$ cat src/rtl/usart_defines.svh
// Register indices, field positions and reset values of the synchronous serial port
`ifndef USART_DEFINES_SVH
`define USART_DEFINES_SVH

// ----------------------------------------------------------------
// Register indices (byte address is four times the index, plus the bank offset in the second bank)
// ----------------------------------------------------------------
`define USART_IDX_RX_STAT   8'h13
`define USART_IDX_RX_DATA   8'h14
`define USART_IDX_TX_STAT   8'h15
`define USART_IDX_TX_DATA   8'h16
`define USART_IDX_FLAGS     8'h16
`define USART_IDX_BAUD      8'h17
`define USART_IDX_ENABLES   8'h17
// Byte offset added for the second register bank
`define USART_BANK1_OFS     8'h80

// ----------------------------------------------------------------
// Field positions
// ----------------------------------------------------------------
`define USART_RX_SERIAL_PORT_ENABLE       7
`define USART_RX_NINE_OPT   6
`define USART_RX_SINGLE     5
`define USART_RX_CONT       4
`define USART_RX_FRAMING_ERROR_FLAG       2
`define USART_RX_OVERRUN_ERROR_FLAG       1
`define USART_RX_NINTH      0
`define USART_TX_CLOCK_SOURCE_SELECT       7
`define USART_TX_NINE_OPT   6
`define USART_TX_EN         5
`define USART_TX_SYNC       4
`define USART_TX_SHIFTER_EMPTY_STATUS       1
`define USART_TX_NINTH      0
`define USART_FLAG_TX       1
`define USART_FLAG_RX       0

// ----------------------------------------------------------------
// Reset values and word lengths
// ----------------------------------------------------------------
`define USART_RX_STAT_RST   8'h00
`define USART_TX_STAT_RST   8'h02
`define USART_ENABLES_RST   8'h00
`define USART_BAUD_RST      8'h00
`define USART_TX_DATA_RST   8'h00
`define USART_BITS_8        4'h8
`define USART_BITS_9        4'h9

`endif

$ cat src/rtl/usart_pkg.sv
// Types shared by the synchronous serial port modules
package usart_pkg;

  // Register selected by an APB address
  typedef enum logic [2:0] {
    REG_RX_STAT,
    REG_RX_DATA,
    REG_TX_STAT,
    REG_TX_DATA,
    REG_FLAGS,
    REG_BAUD,
    REG_ENABLES,
    REG_NONE
  } reg_sel_t;

  // Transmit shifter state
  typedef enum logic [1:0] {
    TX_EMPTY,
    TX_SHIFT
  } tx_state_t;

endpackage

$ cat src/rtl/shift_clk_if.sv
// Shift clock timing shared between baud generator and shifters
`timescale 1ns/1ps
interface shift_clk_if;
  logic run;
  logic tick;
  logic rise;
  logic fall;
  logic level;

  modport gen (input run, output tick, output rise, output fall, output level);
  modport sink (input run, input tick, input rise, input fall, input level);
endinterface

$ cat src/rtl/usart_brg.sv
// Baud rate generator making the shift clock phases
`timescale 1ns/1ps
module usart_brg (
  // Clock, reset and clock enable
  input  wire logic       i_clock,
  input  wire logic       i_rst_b,
  input  wire logic       i_clk_en,
  // Divider setting
  input  wire logic [7:0] i_divider,
  // Shift clock timing
  shift_clk_if.gen        sc
);

  logic [7:0] cnt_r;
  logic       level_r;

  // Tick ends each half period of the shift clock
  assign sc.tick  = sc.run & (cnt_r == i_divider);
  assign sc.rise  = sc.tick & ~level_r;
  assign sc.fall  = sc.tick & level_r;
  assign sc.level = level_r;

  // Counter held cleared while the port is idle
  always_ff @(posedge i_clock) begin
    if (!i_rst_b) begin
      cnt_r   <= 8'h00;
      level_r <= 1'b0;
    end else if (i_clk_en) begin
      if (!sc.run) begin
        cnt_r   <= 8'h00;
        level_r <= 1'b0;
      end else if (sc.tick) begin
        cnt_r   <= 8'h00;
        level_r <= ~level_r;
      end else begin
        cnt_r   <= cnt_r + 8'h01;
      end
    end
  end

endmodule

$ cat src/rtl/usart_sync_master.sv
// Synchronous master serial port with APB register access
//
// The implementer's own choice: the APB slave port.
`timescale 1ns/1ps
`include "usart_defines.svh"
module usart_sync_master
  import usart_pkg::*;
#(
  parameter int RX_DEPTH = 2
) (
  // Clock, reset and clock enable
  input  wire logic        i_clock,
  input  wire logic        i_rst_b,
  input  wire logic        i_clk_en,
  // APB slave
  input  wire logic        i_psel,
  input  wire logic        i_penable,
  input  wire logic        i_pwrite,
  input  wire logic [7:0]  i_paddr,
  input  wire logic [31:0] i_pwdata,
  output logic      [31:0] o_prdata,
  output logic             o_pready,
  output logic             o_pslverr,
  // Shift clock pin
  output logic             o_clock_pin_out,
  output logic             o_clock_pin_oe,
  // Data pin
  input  wire logic        i_data_pin,
  output logic             o_data_pin_out,
  output logic             o_data_pin_oe
);

  localparam int PW = $clog2(RX_DEPTH);

  // ----------------------------------------------------------------
  // Parameter check
  // ----------------------------------------------------------------
  generate
    if (RX_DEPTH < 2 || (RX_DEPTH & (RX_DEPTH - 1)) != 0) begin : g_bad_depth
      $error("RX_DEPTH must be a power of two of at least 2");
    end
  endgenerate

  // ----------------------------------------------------------------
  // Declarations
  // ----------------------------------------------------------------
  shift_clk_if sc ();

  logic            serial_port_enable_r, rx9_r, single_receive_enable_r, continuous_receive_enable_r;
  logic            clock_source_select_r, tx9_r, transmit_enable_r, sync_r, transmit_ninth_bit_r;
  logic [7:0]      baud_r;
  logic [1:0]      pie_r;
  logic [7:0]      txbuf_r;
  logic            txbuf_full_r;
  tx_state_t       tx_state_r;
  logic [8:0]      tsr_r;
  logic [3:0]      tsr_cnt_r;
  logic            overrun_error_flag_r;
  logic [9:0]      rx_mem [RX_DEPTH];
  logic [PW-1:0]   wr_ptr_r, rd_ptr_r;
  logic [PW:0]     count_r;
  logic            d_meta_r, d_sync_r;
  logic            access, done, wr, rd;
  reg_sel_t        sel;
  logic [7:0]      wbyte, rd_byte;
  logic            tx_on, rx_req, master, tx_live, tx_load, tx_shift;
  logic            rx_valid;
  logic [8:0]      rx_word;
  logic            push, pop, overrun, fifo_full, fifo_any;
  logic [9:0]      head;

  // ----------------------------------------------------------------
  // Address decode
  // ----------------------------------------------------------------
  function automatic reg_sel_t decode(input logic [7:0] a);
    case (a)
      8'(`USART_IDX_RX_STAT << 2):                      decode = REG_RX_STAT;
      8'(`USART_IDX_RX_DATA << 2):                      decode = REG_RX_DATA;
      8'(`USART_IDX_TX_STAT << 2):                      decode = REG_TX_STAT;
      8'(`USART_IDX_TX_DATA << 2):                      decode = REG_TX_DATA;
      8'(`USART_IDX_BAUD << 2):                         decode = REG_BAUD;
      8'((`USART_IDX_FLAGS << 2) + `USART_BANK1_OFS):   decode = REG_FLAGS;
      8'((`USART_IDX_ENABLES << 2) + `USART_BANK1_OFS): decode = REG_ENABLES;
      default:                                          decode = REG_NONE;
    endcase
  endfunction

  // APB phases: one wait state, effects at the completing edge
  assign access = i_psel & i_penable;
  assign done   = access & o_pready;
  assign wr     = done & i_pwrite;
  assign rd     = done & ~i_pwrite;
  assign sel    = decode(i_paddr);
  assign wbyte  = i_pwdata[7:0];

  // ----------------------------------------------------------------
  // Mode decode
  // ----------------------------------------------------------------
  assign tx_on   = serial_port_enable_r & transmit_enable_r;
  assign rx_req  = continuous_receive_enable_r | single_receive_enable_r;
  assign master  = serial_port_enable_r & sync_r & clock_source_select_r;
  assign sc.run  = master & (transmit_enable_r | rx_req);
  assign tx_live = master & tx_on & ~rx_req;

  // Shifter load at a baud tick once the previous word has left
  assign tx_load = tx_live & sc.tick & txbuf_full_r &
                   ((tx_state_r == TX_EMPTY) || (sc.fall && tsr_cnt_r == 4'h0));
  assign tx_shift = tx_live & sc.rise & (tx_state_r == TX_SHIFT) & (tsr_cnt_r != 4'h0);

  // Receive queue control
  assign fifo_full = (count_r == (PW + 1)'(RX_DEPTH));
  assign fifo_any  = (count_r != '0);
  assign overrun   = rx_valid & (overrun_error_flag_r | fifo_full);
  assign push      = rx_valid & ~overrun_error_flag_r & ~fifo_full;
  assign pop       = rd & (sel == REG_RX_DATA) & fifo_any;
  assign head      = rx_mem[rd_ptr_r];

  // ----------------------------------------------------------------
  // Submodules
  // ----------------------------------------------------------------
  usart_brg u_brg (
    .i_clock   (i_clock),
    .i_rst_b   (i_rst_b),
    .i_clk_en  (i_clk_en),
    .i_divider (baud_r),
    .sc        (sc)
  );

  usart_sync_rx u_rx (
    .i_clock  (i_clock),
    .i_rst_b  (i_rst_b),
    .i_clk_en (i_clk_en),
    .i_enable (master & rx_req),
    .i_nine   (rx9_r),
    .i_data   (d_sync_r),
    .sc       (sc),
    .o_valid  (rx_valid),
    .o_word   (rx_word)
  );

  // ----------------------------------------------------------------
  // APB slave
  // ----------------------------------------------------------------
  // Read data mux
  always_comb begin
    rd_byte = 8'h00;
    case (sel)
      REG_RX_STAT: begin
        rd_byte[`USART_RX_SERIAL_PORT_ENABLE]     = serial_port_enable_r;
        rd_byte[`USART_RX_NINE_OPT] = rx9_r;
        rd_byte[`USART_RX_SINGLE]   = single_receive_enable_r;
        rd_byte[`USART_RX_CONT]     = continuous_receive_enable_r;
        rd_byte[`USART_RX_FRAMING_ERROR_FLAG]     = fifo_any & head[9];
        rd_byte[`USART_RX_OVERRUN_ERROR_FLAG]     = overrun_error_flag_r;
        rd_byte[`USART_RX_NINTH]    = fifo_any & head[8];
      end
      REG_RX_DATA: rd_byte = head[7:0];
      REG_TX_STAT: begin
        rd_byte[`USART_TX_CLOCK_SOURCE_SELECT]     = clock_source_select_r;
        rd_byte[`USART_TX_NINE_OPT] = tx9_r;
        rd_byte[`USART_TX_EN]       = transmit_enable_r;
        rd_byte[`USART_TX_SYNC]     = sync_r;
        rd_byte[`USART_TX_SHIFTER_EMPTY_STATUS]     = (tx_state_r == TX_EMPTY);
        rd_byte[`USART_TX_NINTH]    = transmit_ninth_bit_r;
      end
      REG_TX_DATA: rd_byte = txbuf_r;
      REG_FLAGS: begin
        rd_byte[`USART_FLAG_TX]     = ~txbuf_full_r;
        rd_byte[`USART_FLAG_RX]     = fifo_any;
      end
      REG_BAUD:    rd_byte = baud_r;
      REG_ENABLES: rd_byte = {6'h00, pie_r};
      default:     rd_byte = 8'h00;
    endcase
  end

  // Ready, read data and error registered in the first access cycle
  always_ff @(posedge i_clock) begin
    if (!i_rst_b) begin
      o_pready  <= 1'b0;
      o_prdata  <= 32'h0000_0000;
      o_pslverr <= 1'b0;
    end else if (i_clk_en) begin
      o_pready  <= access & ~o_pready;
      o_pslverr <= access & ~o_pready & (sel == REG_NONE);
      if (access && !o_pready && !i_pwrite) begin
        o_prdata <= {24'h00_0000, rd_byte};
      end
    end
  end

  // ----------------------------------------------------------------
  // Control registers
  // ----------------------------------------------------------------
  // Receive control, single receive clears after its word
  always_ff @(posedge i_clock) begin
    if (!i_rst_b) begin
      serial_port_enable_r <= 1'(`USART_RX_STAT_RST >> `USART_RX_SERIAL_PORT_ENABLE);
      rx9_r  <= 1'(`USART_RX_STAT_RST >> `USART_RX_NINE_OPT);
      single_receive_enable_r <= 1'(`USART_RX_STAT_RST >> `USART_RX_SINGLE);
      continuous_receive_enable_r <= 1'(`USART_RX_STAT_RST >> `USART_RX_CONT);
    end else if (i_clk_en) begin
      if (wr && sel == REG_RX_STAT) begin
        serial_port_enable_r <= wbyte[`USART_RX_SERIAL_PORT_ENABLE];
        rx9_r  <= wbyte[`USART_RX_NINE_OPT];
        single_receive_enable_r <= wbyte[`USART_RX_SINGLE];
        continuous_receive_enable_r <= wbyte[`USART_RX_CONT];
      end else if (rx_valid && !continuous_receive_enable_r) begin
        single_receive_enable_r <= 1'b0;
      end
    end
  end

  // Transmit control
  always_ff @(posedge i_clock) begin
    if (!i_rst_b) begin
      clock_source_select_r <= 1'(`USART_TX_STAT_RST >> `USART_TX_CLOCK_SOURCE_SELECT);
      tx9_r  <= 1'(`USART_TX_STAT_RST >> `USART_TX_NINE_OPT);
      transmit_enable_r <= 1'(`USART_TX_STAT_RST >> `USART_TX_EN);
      sync_r <= 1'(`USART_TX_STAT_RST >> `USART_TX_SYNC);
      transmit_ninth_bit_r <= 1'(`USART_TX_STAT_RST >> `USART_TX_NINTH);
    end else if (i_clk_en && wr && sel == REG_TX_STAT) begin
      clock_source_select_r <= wbyte[`USART_TX_CLOCK_SOURCE_SELECT];
      tx9_r  <= wbyte[`USART_TX_NINE_OPT];
      transmit_enable_r <= wbyte[`USART_TX_EN];
      sync_r <= wbyte[`USART_TX_SYNC];
      transmit_ninth_bit_r <= wbyte[`USART_TX_NINTH];
    end
  end

  // Divider and enable bits
  always_ff @(posedge i_clock) begin
    if (!i_rst_b) begin
      baud_r <= `USART_BAUD_RST;
      pie_r  <= 2'(`USART_ENABLES_RST);
    end else if (i_clk_en && wr) begin
      if (sel == REG_BAUD) begin
        baud_r <= wbyte;
      end
      if (sel == REG_ENABLES) begin
        pie_r <= wbyte[1:0];
      end
    end
  end

  // ----------------------------------------------------------------
  // Transmit path
  // ----------------------------------------------------------------
  // Transmit buffer; a write in the load cycle refills it
  always_ff @(posedge i_clock) begin
    if (!i_rst_b) begin
      txbuf_r      <= `USART_TX_DATA_RST;
      txbuf_full_r <= 1'b0;
    end else if (i_clk_en) begin
      if (wr && sel == REG_TX_DATA) begin
        txbuf_r      <= wbyte;
        txbuf_full_r <= 1'b1;
      end else if (tx_load) begin
        txbuf_full_r <= 1'b0;
      end
    end
  end

  // Transmit shifter; new bit on rising, held through falling edge
  always_ff @(posedge i_clock) begin
    if (!i_rst_b) begin
      tx_state_r     <= TX_EMPTY;
      tsr_r          <= 9'h000;
      tsr_cnt_r      <= 4'h0;
      o_data_pin_out <= 1'b0;
    end else if (i_clk_en) begin
      if (!tx_on) begin
        tx_state_r <= TX_EMPTY;
        tsr_cnt_r  <= 4'h0;
      end else if (tx_load) begin
        tx_state_r <= TX_SHIFT;
        tsr_r      <= {transmit_ninth_bit_r, txbuf_r};
        tsr_cnt_r  <= tx9_r ? `USART_BITS_9 : `USART_BITS_8;
      end else begin
        case (tx_state_r)
          TX_EMPTY: tsr_cnt_r <= 4'h0;
          TX_SHIFT: begin
            if (tx_live && sc.rise && tsr_cnt_r != 4'h0) begin
              o_data_pin_out <= tsr_r[0];
              tsr_r          <= {1'b0, tsr_r[8:1]};
              tsr_cnt_r      <= tsr_cnt_r - 4'h1;
            end else if (tx_live && sc.fall && tsr_cnt_r == 4'h0) begin
              tx_state_r <= TX_EMPTY;
            end
          end
          default: tx_state_r <= TX_EMPTY;
        endcase
      end
    end
  end

  // ----------------------------------------------------------------
  // Pins
  // ----------------------------------------------------------------
  // Pin drivers and data line synchroniser
  always_ff @(posedge i_clock) begin
    if (!i_rst_b) begin
      o_clock_pin_out <= 1'b0;
      o_clock_pin_oe  <= 1'b0;
      o_data_pin_oe   <= 1'b0;
      d_meta_r        <= 1'b0;
      d_sync_r        <= 1'b0;
    end else if (i_clk_en) begin
      o_clock_pin_out <= sc.run & (rx_req ? (sc.level ^ sc.tick) : (tx_shift | (o_clock_pin_out & ~sc.fall)));
      o_clock_pin_oe  <= sc.run;
      o_data_pin_oe   <= tx_live;
      d_meta_r        <= i_data_pin;
      d_sync_r        <= d_meta_r;
    end
  end

  // ----------------------------------------------------------------
  // Receive queue
  // ----------------------------------------------------------------
  // RX_DEPTH-entry queue of data, ninth bit and framing status
  always_ff @(posedge i_clock) begin
    if (!i_rst_b) begin
      wr_ptr_r <= '0;
      rd_ptr_r <= '0;
      count_r  <= '0;
    end else if (i_clk_en) begin
      if (push) begin
        rx_mem[wr_ptr_r] <= {1'b0, rx9_r & rx_word[8], rx_word[7:0]};
        wr_ptr_r         <= wr_ptr_r + 1'b1;
      end
      if (pop) begin
        rd_ptr_r <= rd_ptr_r + 1'b1;
      end
      if (push && !pop) begin
        count_r <= count_r + 1'b1;
      end else if (pop && !push) begin
        count_r <= count_r - 1'b1;
      end
    end
  end

  // Overrun flag; a new overrun wins over the clearing write
  always_ff @(posedge i_clock) begin
    if (!i_rst_b) begin
      overrun_error_flag_r <= 1'b0;
    end else if (i_clk_en) begin
      if (overrun) begin
        overrun_error_flag_r <= 1'b1;
      end else if (!serial_port_enable_r || (wr && sel == REG_RX_STAT && !wbyte[`USART_RX_CONT])) begin
        overrun_error_flag_r <= 1'b0;
      end
    end
  end

endmodule

$ cat src/rtl/usart_sync_rx.sv
// Receive shifter sampling the data line on falling shift clock edges
`timescale 1ns/1ps
`include "usart_defines.svh"
module usart_sync_rx (
  // Clock, reset and clock enable
  input  wire logic       i_clock,
  input  wire logic       i_rst_b,
  input  wire logic       i_clk_en,
  // Control and synchronised data line
  input  wire logic       i_enable,
  input  wire logic       i_nine,
  input  wire logic       i_data,
  // Shift clock timing
  shift_clk_if.sink       sc,
  // Completed word
  output logic            o_valid,
  output logic      [8:0] o_word
);

  logic [8:0] shreg_r;
  logic [3:0] cnt_r;
  logic [8:0] shreg_nxt;
  logic [3:0] nbits;

  assign shreg_nxt = {i_data, shreg_r[8:1]};
  assign nbits     = i_nine ? `USART_BITS_9 : `USART_BITS_8;

  // Shift in least significant bit first, reset while disabled
  always_ff @(posedge i_clock) begin
    if (!i_rst_b) begin
      shreg_r <= 9'h000;
      cnt_r   <= 4'h0;
      o_valid <= 1'b0;
      o_word  <= 9'h000;
    end else if (i_clk_en) begin
      o_valid <= 1'b0;
      if (!i_enable) begin
        cnt_r <= 4'h0;
      end else if (sc.fall) begin
        shreg_r <= shreg_nxt;
        if (cnt_r == nbits - 4'h1) begin
          cnt_r   <= 4'h0;
          o_valid <= 1'b1;
          o_word  <= i_nine ? shreg_nxt : {1'b0, shreg_nxt[8:1]};
        end else begin
          cnt_r <= cnt_r + 4'h1;
        end
      end
    end
  end

endmodule
$ cat config.mk
export PLATFORM = sky130hd
export DESIGN_NAME = usart_sync_master
export DESIGN_NICKNAME = d
export VERILOG_FILES = /design/src/rtl/usart_pkg.sv /design/src/rtl/shift_clk_if.sv /design/src/rtl/usart_brg.sv /design/src/rtl/usart_sync_master.sv /design/src/rtl/usart_sync_rx.sv
export VERILOG_INCLUDE_DIRS = /design/src /design/src/rtl
export SDC_FILE = /design/constraint.sdc
export NUM_CORES = 1
export LEC_CHECK = 0
export ABC_AREA = 1
export BUFFER_PORTS_ARGS = -buffer_cell sky130_fd_sc_hd__buf_4
export CAP_MARGIN = 20
export CORE_MARGIN = 3
export CORE_UTILIZATION = 37
export DETAILED_ROUTE_END_ITERATION = 7
export HOLD_SLACK_MARGIN = 0.05
export PLACE_DENSITY = 0.55
export SLEW_MARGIN = 20
export SYNTH_ARGS = -nofsm -noshare
export SYNTH_HDL_FRONTEND = slang
export SYNTH_HIERARCHICAL = 1
export SYNTH_SLANG_ARGS = --single-unit
$ cat constraint.sdc
create_clock -name i_clock -period 2.5 [get_ports i_clock]
set_input_delay 0.25 -clock i_clock [delete_from_list [all_inputs] [get_ports i_clock]]
set_output_delay 0.25 -clock i_clock [all_outputs]
set_load 0.1 [all_outputs]
==> impl_metrics.ini, run 1 <==
[setup_path]
cp_num_cells = 16
crit_family = simple AND/OR/NAND/NOR gates
crit_fanout = 10
cp-start-kind = flop
path_cells = nand2_4 > nor3_4 > nor2_1 > inv_1 > inv_1 > nor2_1 > inv_1 > nor2_1 > inv_1 > o21ai_4 > buf_4 > nand2_4 > nand2_1 > nor2_1 > nand3_1 > a21oi_1
slowest_stage = dfxtp_1
worstPathArrival_ns = 2.53
end_kind = flop
cp.required_ns = 2.78
cp.buffers_inverters = 5
critPathKind = flop to flop
rr_worst_depth = 16
slowest_delay_ns = 0.41

[synthesis]
ys.flop_type = dfxtp_1
ys_async_sr_fraction_pct = 0
synth_cell_types = 41
yosysSeqAreaShare_pct = 42.3
syn_inst = 776
ys_seq_elements = 113
yosysWarnings = 6
postSynthAreaPerCell_um2 = 7.45
synth_edf_count = 18
synth_area_um2 = 5780

[clock_network]
cts-root-buf = clkbuf_16
cts_tree = built
insertion_delay_ns = 0.42
cts.sinks = 113
cts_buffer_depth = 2
h-tree-depth = 4
clk_pin_slew_worst_paths_ns = 0.05
cts_buffers = 17

[route]
drt-total-wl_um = 13900
wl_per_cell_um = 13.2
drtAntennaViolNets = 0
drt_iter0_drc = 267
num_vias = 4769
vias_per_cell = 4.53
firstDrtPassIters = 4
drc_errors = 0

[timing]
maxSlewHeadroom_pct = 61.4
finalCriticalPeriod_ns = 2.25
rsz0062_at_grt = false
whs_ns = 0.0949
hold_violations = 0
worstMarginPinSlew_ns = 0.579
maxSlewViolCount = 0
max_freq_mhz = 444
tns_ns = 0
setup_viol = 0
finalCritPeriodShare_pct = 90.0
finClkSkew_ns = 0.0169

[placement]
hpwl_um = 9960
io_buffer_count = 36
gp_congestion = 0.880

[power]
vdd.ir_drop.worst_uv = 457
p_per_area_nw_per_um2 = 663
p_switching_w = 0.00108
pwr-share-clk_pct = 52.0
internal-power_w = 0.00347
swShare_pct = 23.7
p_leak_nw = 2.82
pwr-share-comb_pct = 7.2
p_seq_share_pct = 40.8

[run_status]
status = complete, no violations

[worst_hold_path]
hold_path.class = input pin to flop
hold_depth = 3

[floorplanning]
fp-row-count = 45
core-area_um2 = 15300
ios = 85
start_util_pct = 37.9
die-height_um = 131
die_area_um2 = 17200
die-width_um = 131

[flow_run]
cap_violations = 0

[cells_and_area]
nNetsFinal = 881
layout-drive-gt1-share_pct = 17.3
area_delta_synth_final_pct = 18.5
diodes = 0
nFillCells = 1562

[global_route]
grt_use_total_pct = 16.8
grt_first_pass_wirelength_um = 22200
antenna_found_initial = 0
first_global_vias = 4307
grt_max_degree = 47
grt-ovfl-total = 0
==> power groups by stage <==
| stage | clock, W | sequential (W) | combinational [W] |
|---|---|---|---|
| detailed placement | 0 | 0.00189 | 0.000326 |
| global route | 0.00250 | 0.00185 | 0.000349 |
| CTS | 0.00241 | 0.00185 | 0.000328 |
| global placement | 0 | 0.00189 | 0.000327 |
| floorplan | 0 | 0.00190 | 0.000267 |
| finish | 0.00236 | 0.00185 | 0.000327 |
==> registers in the layout (all words and copies together) (netlist names), 2 cells and up, named ones only <==
register and flops:
u_rx/cnt_r 4, pie_r 2, o_prdata 8, u_brg/cnt_r 8
txbuf_r 8, u_rx/shreg_r 8, u_rx/o_word 9, tsr_cnt_r 4
tsr_r 9, rx_mem 18, baud_r 8, count_r 2
==> per-layer routing <==
layer	GRT usage, %	wire length (um)	up-vias
met2	26.1	6230	91
met1	22.7	6830	2082
met3	4.72	711	11
met4	5.26	155	0
met5	0	0	-
li1	-	-	2585
==> final timing paths <==
check / startpoint / endpoint / slack, ns
max: clock_source_select_r / tsr_cnt_r[2] / 0.25
min: i_pwdata[1] / txbuf_r[1] / 0.09
max reg2reg: clock_source_select_r / tsr_cnt_r[2] / 0.25
min reg2reg: u_rx/o_word[8] / u_rx/o_word[8] / 0.46
==> cell usage after synthesis (8+ instances only) <==
cell type	instances	share of area [%]
a21oi_1	80	6.9
nor2_2	21	2.3
inv_1	66	4.3
nand3_1	52	4.5
clkbuf_1	8	0.52
xnor2_1	10	1.5
buf_4	29	3.8
inv_2	10	0.65
o21ai_0	39	3.4
nand2_1	170	11
nor2_1	89	5.8
dfxtp_1	95	33
o21ai_1	9	0.78
edfxtp_1	18	9.4
nand4_1	9	0.97
==> worst reg2reg max path, delay by kind of cell (launching register included) <==
family	cells	cell delay [ns]
simple gates	9	0.94
buf+inv	5	0.47
flops	1	0.41
compound gates	2	0.29
==> layout by cell type, fill, tap and decap left out, drive strengths merged <==
cell / instances
ha: 5
a21boi: 6
or2: 2
a31oi: 1
o21a: 1
conb: 24
edfxtp: 18
clkinv: 8
nor2: 115
o21ai: 55
xor2: 6
nand3: 57
nand2: 183
o211ai: 2
buf: 51
nor3: 6
nand3b: 1
dlygate4sd3: 1
xnor2: 10
a21oi: 80
inv: 76
o31ai: 1
dfxtp: 95
nand4: 10
clkbuf: 26
bufinv: 2
==> through the flow <==
stage / util [%] / setup WS [ns] / cell area [um2] / cells / power [W]
finish: 44.9 / 0.249 / 6850 / 1053 / 0.00454
global route: 44.9 / 0.0166 / 6850 / 1053 / 0.00470
floorplan: - / 0.263 / 5870 / 799 / 0.00217
global placement: 40.7 / 0.138 / 6200 / 1016 / 0.00222
CTS: 44.5 / 0.0509 / 6790 / 1049 / 0.00460
detailed placement: 40.7 / 0.0890 / 6200 / 1016 / 0.00222
==> area by class of cell <==
cell class | instances | area (um2) | share of cell area (%)
multi-input combinational | 565 | 2870 | 41.9
sequential | 113 | 2440 | 35.6
clock buffer | 26 | 499 | 7.29
timing repair buffer | 52 | 393 | 5.73
inverter | 80 | 305 | 4.45
tap | 211 | 264 | 3.85
clock inverter | 6 | 80.1 | 1.17
==> repair_timing <==
item,in CTS,in global routing
setup buffers,0,2
setup endpoints to repair,0,22
endpoints found under the hold margin,1,0
hold buffers,1,0
resized for setup,0,4
==> cell families (layout without fill, tap and decap cells) <==
group	Yosys count	after routing	share of synthesized area [%]
simple gates	373	374	30.1
compound gates	145	146	13.7
buf+inv	123	164	10.4
flops	113	113	42.3
xor+xnor	16	16	2.42
fa+ha+maj	5	5	1.08
other cells	1	24	0.0649
Note: power is estimated with default switching activity, not from simulation.
==> inputs of run 2 (changes only) <==
--- a/config.mk
+++ b/config.mk
@@ -17,5 +17,4 @@
 export SLEW_MARGIN = 20
 export SYNTH_ARGS = -nofsm -noshare
 export SYNTH_HDL_FRONTEND = slang
-export SYNTH_HIERARCHICAL = 1
 export SYNTH_SLANG_ARGS = --single-unit
==> run 2 against run 1 <==
Sequential power barely moved. First-iteration DRC count rose by 60%. Global-route usage rose by 1.7 points. Critical endpoint is now tsr_cnt_r[0].
==> impl_metrics.ini, run 2 <==
[run_status]
status = complete, no violations

[synthesis]
ys_async_sr_fraction_pct = 0
yosysWarnings = 0
postSynthAreaPerCell_um2 = 7.26
yosysSeqAreaShare_pct = 44.3
yosysTopAreaCell = dfxtp_1
synth_cell_types = 42
yosysTopAreaCellShare_pct = 34.5
synth_area_um2 = 5520
ys.flop_type = dfxtp_1
netlist_top_cells_area = dfxtp_1, nand2_1, edfxtp_1, a21oi_1, nor2_1
syn_inst = 760
ys_seq_elements = 113
synth_common_cells = nand2_1, dfxtp_1, nor2_1
yosysMostFrequentCell = nand2_1
synth_edf_count = 18

[worst_hold_path]
hold_path.class = input pin to flop

[cells_and_area]
area_delta_synth_final_pct = 19.5
layout_commonest_cell = nand2_1
nNetsFinal = 871
largest_register = rx_mem
layout_common_cells = nand2_1, dfxtp_1, nor2_1, a21oi_1, inv_1
layout-drive-gt1-share_pct = 14.6
largest_reg_flops = 18
reg.largest.list = rx_mem x18, tsr_r x9, u_rx.o_word x9
diodes = 0
fin_area_um2 = 6600

[setup_path]
crit_fanout = 5
cp.required_ns = 2.81
end_kind = flop
cp-start-kind = flop
critPathKind = flop to flop
worstPathArrival_ns = 2.59

[clock_network]
cts-root-buf = clkbuf_16
cts_tree = built
cts_buffers = 17
cts.sinks = 113
h-tree-depth = 4
clk_pin_slew_worst_paths_ns = 0.05
cts_buffer_depth = 2
insertion_delay_ns = 0.42

[timing]
rsz0062_at_grt = false
max_freq_mhz = 438
maxSlewHeadroom_pct = 59.6
hold_violations = 0
setup_viol = 0
fin_ws_ns = 0.215
tns_ns = 0
finalCriticalPeriod_ns = 2.29
maxSlewViolCount = 0
finalCritPeriodShare_pct = 91.4
worstMarginPinSlew_ns = 0.603
finClkSkew_ns = 0.00935

[placement]
placed_area_um2 = 5970
hpwl_um = 10500
gp_congestion = 0.837
io_buffer_count = 36
preCtsSetupSlack_ns = 0.129

[power]
p_seq_share_pct = 40.7
swShare_pct = 24.3
p_leak_nw = 2.73
vdd.ir_drop.worst_uv = 443
p_per_area_nw_per_um2 = 691
pwr-share-clk_pct = 52.3
p_switching_w = 0.00111
internal-power_w = 0.00345
pwr-share-comb_pct = 7.0

[global_route]
grt_max_degree = 34
grt_first_pass_wirelength_um = 23800
first_global_vias = 4777
antenna_found_initial = 0
grt_use_total_pct = 18.6
grt-ovfl-total = 0

[floorplanning]
die-width_um = 128
core-area_um2 = 14600
ios = 85
fp-row-count = 44
start_util_pct = 37.8
die-height_um = 128
die_area_um2 = 16400

[route]
vias_per_cell = 4.91
firstDrtPassIters = 5
wl_per_cell_um = 14.4
drt-total-wl_um = 14600
drt_iter0_drc = 427
drtAntennaViolNets = 0
num_vias = 4978
drc_errors = 0

[flow_run]
cap_violations = 0
run 2: cell count changes after synthesis, sizes merged, moves of 6 or more:
cell    delta
nor2      -34
a21oi      -8
nand3     -28
a21boi     -6
nand2     +29
xnor2      -9
a31oi      +7
run 2: cell families (layout without fill, tap and decap cells):
| logic type | after synthesis | in the layout | share of synthesized area [%] |
|---|---|---|---|
| XOR/XNOR | 8 | 8 | 1.27 |
| flip-flops | 113 | 113 | 44.3 |
| adder cells (fa/ha/maj) | 7 | 7 | 1.59 |
| buffers and inverters | 130 | 177 | 11.0 |
| AO/OA/AOI/OAI | 147 | 147 | 14.0 |
| other | 1 | 24 | 0.0679 |
| AND/OR/NAND/NOR | 354 | 354 | 27.8 |
run 2: path summary, 6_finish.rpt:
kind	from	endpoint	slack (ns)	cells after the start
hold reg to reg	tsr_r[8]	tsr_r[8]	0.46	2
setup reg to reg	u_brg.cnt_r[5]	tsr_cnt_r[0]	0.21	16
hold / removal	i_pwdata[3]	baud_r[3]	0.14	3
setup / recovery	u_brg.cnt_r[5]	tsr_cnt_r[0]	0.21	16
run 2: layer usage:
metal  vias up  GRT usage, %  part of all wire, %
li1       2536             -                    -
met1      2286          23.2                   43
met2       129          30.3                   49
met3        27          4.83                  6.0
met4         0          7.74                  1.9
met5         -             0                    0
run 2: final cells by class:
cell class | instances | area, um2
fill | 1437 | 7990
multi-input combinational | 540 | 2570
sequential | 113 | 2450
timing repair buffer | 60 | 454
clock buffer | 20 | 437
inverter | 85 | 320
tap | 184 | 230
clock inverter | 12 | 141
run 2: per-stage QoR:
step	power, W	cells	utilization (%)	hold slack, ns
3_5_place_dp	0.00221	978	40.9	0.455
5_1_grt	0.00470	1014	45.2	0.156
3_3_place_gp	0.00221	978	40.9	0.447
6_report	0.00456	1014	45.2	0.139
4_1_cts	0.00459	1011	44.9	0.121
2_1_floorplan	0.00217	783	-	0.385
run 2: critical path: stages, from the launching register on:
cell,delay [ns]
dfxtp_1,0.39
inv_2,0.06
nand2_1,0.05
nand2_1,0.06
nor2_1,0.12
nand2_1,0.16
nor3_4,0.16
ha_2,0.21
nand3_1,0.10
nand2_1,0.11
inv_2,0.07
nor2_8,0.13
nand4_2,0.17
nand2_1,0.19
inv_1,0.06
nor2_1,0.10
nor2_1,0.04
run 2: power groups by stage:
stage	logic, W	clock network, W	registers (W)
2_1_floorplan	0.000262	0	0.00191
3_3_place_gp	0.000311	0	0.00189
3_5_place_dp	0.000315	0	0.00189
4_1_cts	0.000317	0.00242	0.00186
5_1_grt	0.000337	0.00251	0.00186
6_report	0.000318	0.00239	0.00186
run 2: what timing repair did:
action,CTS,global route
hold buffers,1,0
resized for setup,0,9
endpoints found under the hold margin,1,0
setup buffers,0,2
setup endpoints to repair,0,16
==> inputs of run 3 (changes only) <==
--- a/config.mk
+++ b/config.mk
@@ -13,6 +13,7 @@
 export CORE_UTILIZATION = 37
 export DETAILED_ROUTE_END_ITERATION = 7
 export HOLD_SLACK_MARGIN = 0.05
+export MAX_ROUTING_LAYER = met4
 export PLACE_DENSITY = 0.55
 export SLEW_MARGIN = 20
 export SYNTH_ARGS = -nofsm -noshare
==> run 3 against run 2 <==
Sequential share of layout area about the same. Largest power group unchanged. Clock skew hardly changed. Combinational power is essentially flat. Clock power barely moved. Utilization hardly changed. Count of clock-buffer cells in the layout unchanged. Largest cell class unchanged. Worst setup slack worse by 0.012 ns. Cell area hardly changed. Critical path depth did not move.
==> impl_metrics.ini, run 3 (same netlist as run 2, synthesis figures left out) <==
[run_status]
status = complete, no violations

[clock_network]
cts-root-buf = clkbuf_16
insertion_delay_ns = 0.42
cts.sinks = 113
cts_buffers = 17
cts_buffer_depth = 2
h-tree-depth = 4
cts_tree = built
clk_pin_slew_worst_paths_ns = 0.05

[setup_path]
crit_fanout = 5
cp.required_ns = 2.81
crit_start = u_brg.cnt_r[5]
end_kind = flop
rrSetupSlack_ns = 0.20
rr_startpoint = u_brg.cnt_r[5]
worstPathArrival_ns = 2.61
critPathKind = flop to flop
r2r-end = tsr_cnt_r[0]
cp-start-kind = flop
rr_worst_depth = 16

[route]
drtAntennaViolNets = 0
drt_iter0_drc = 441
wl_met3_um = 798
num_vias = 4963
drc_errors = 0
met1Wirelength_um = 6450
vias_per_cell = 4.90
detailroute.wirelength.met2_um = 7110
drt-total-wl_um = 14600
firstDrtPassIters = 5
wl_per_cell_um = 14.4
top_layer = met4

[cells_and_area]
largest_register = rx_mem
largest_reg_flops = 18
area_delta_synth_final_pct = 19.6
nNetsFinal = 870
diodes = 0
layout_commonest_cell = nand2_1
layout_common_cells = nand2_1, dfxtp_1, nor2_1, a21oi_1, inv_1
reg.largest.list = rx_mem x18, tsr_r x9, u_rx.o_word x9
fin_cells = 1013
layout-drive-gt1-share_pct = 14.5
fin_area_um2 = 6600

[global_route]
grt_use_total_pct = 19.1
antenna_found_initial = 0
grt-ovfl-total = 0
first_global_vias = 4779
grt_max_degree = 34
grt_first_pass_wirelength_um = 23800

[placement]
io_buffer_count = 36
dp_cells = 978
gp_congestion = 0.850
placed_area_um2 = 5970
hpwl_um = 10500

[timing]
finalCritPeriodShare_pct = 91.9
max_freq_mhz = 435
worstMarginPinSlew_ns = 0.597
setup_viol = 0
hold_violations = 0
finalCriticalPeriod_ns = 2.30
maxSlewViolCount = 0
finClkSkew_ns = 0.00936
maxSlewHeadroom_pct = 60.1

[power]
vdd.ir_drop.worst_uv = 442
p_leak_nw = 2.73
p_per_area_nw_per_um2 = 690

[worst_hold_path]
hold_depth = 3
hold_path.class = input pin to flop
min_to = baud_r[3]
min_from = i_pwdata[3]

[floorplanning]
fp-row-count = 44
die_area_um2 = 16400
core-area_um2 = 14600
die-height_um = 128
die-width_um = 128
ios = 85
start_util_pct = 37.8

[flow_run]
cap_violations = 0
## run 3: worst max-delay path, cell delays in order, from the launching register on
cell and delay, ns:
dfxtp_1 0.39, inv_2 0.06, nand2_1 0.05, nand2_1 0.06, nor2_1 0.12, nand2_1 0.16, nor3_4 0.16, ha_2 0.21
nand3_1 0.10, nand2_1 0.11, inv_2 0.07, nor2_8 0.13, nand4_2 0.18, nand2_1 0.20, inv_1 0.06, nor2_1 0.10
nor2_1 0.04
## run 3: layout make-up
| type | instances | area, um2 |
|---|---|---|
| Multi-Input combinational cell | 540 | 2570 |
| Timing Repair Buffer | 59 | 459 |
| Sequential cell | 113 | 2450 |
| Tap cell | 184 | 230 |
| Clock buffer | 20 | 437 |
| Fill cell | 1437 | 7990 |
| Inverter | 85 | 320 |
| Clock inverter | 12 | 141 |
## run 3: per-stage QoR
step	utilization, %	total power [W]	setup WS (ns)	setup TNS [ns]	hold slack (ns)
2_1_floorplan	-	0.00217	0.0992	0	0.385
3_3_place_gp	40.9	0.00221	0.140	0	0.447
3_5_place_dp	40.9	0.00221	0.129	0	0.455
4_1_cts	44.9	0.00459	0.0897	0	0.121
5_1_grt	45.3	0.00470	-0.00133	-0.00133	0.156
6_report	45.3	0.00456	0.203	0	0.138
## run 3: worst max-delay path by stage
stage,to,cells after the start
2_1_floorplan,tsr_r[2],16
3_3_place_gp,tsr_r[0],17
3_5_place_dp,tsr_r[2],17
4_1_cts,tsr_r[3],17
5_1_grt,tsr_r[2],17
6_report,tsr_cnt_r[0],16
## run 3: what timing repair did
action / CTS / global route
endpoints found under the hold margin: 1 / 0
hold buffers: 1 / 0
buffers inserted: 0 / 1
endpoints found under the setup margin: 0 / 16
resized for setup: 0 / 9
## run 3: report_power, final
| group | total [W] | internal, W | switching [W] |
|---|---|---|---|
| clock | 0.00238 | 0.00155 | 0.000837 |
| combinational | 0.000318 | 0.0000528 | 0.000265 |
| sequential | 0.00186 | 0.00185 | 0.00000604 |
| total | 0.00456 | 0.00345 | 0.00111 |
## run 3: per-layer routing
layer	vias to the layer above	track usage, %
met5	-	-
met4	0	7.74
li1	2534	-
met2	119	30.3
met1	2289	23.3
met3	21	4.79
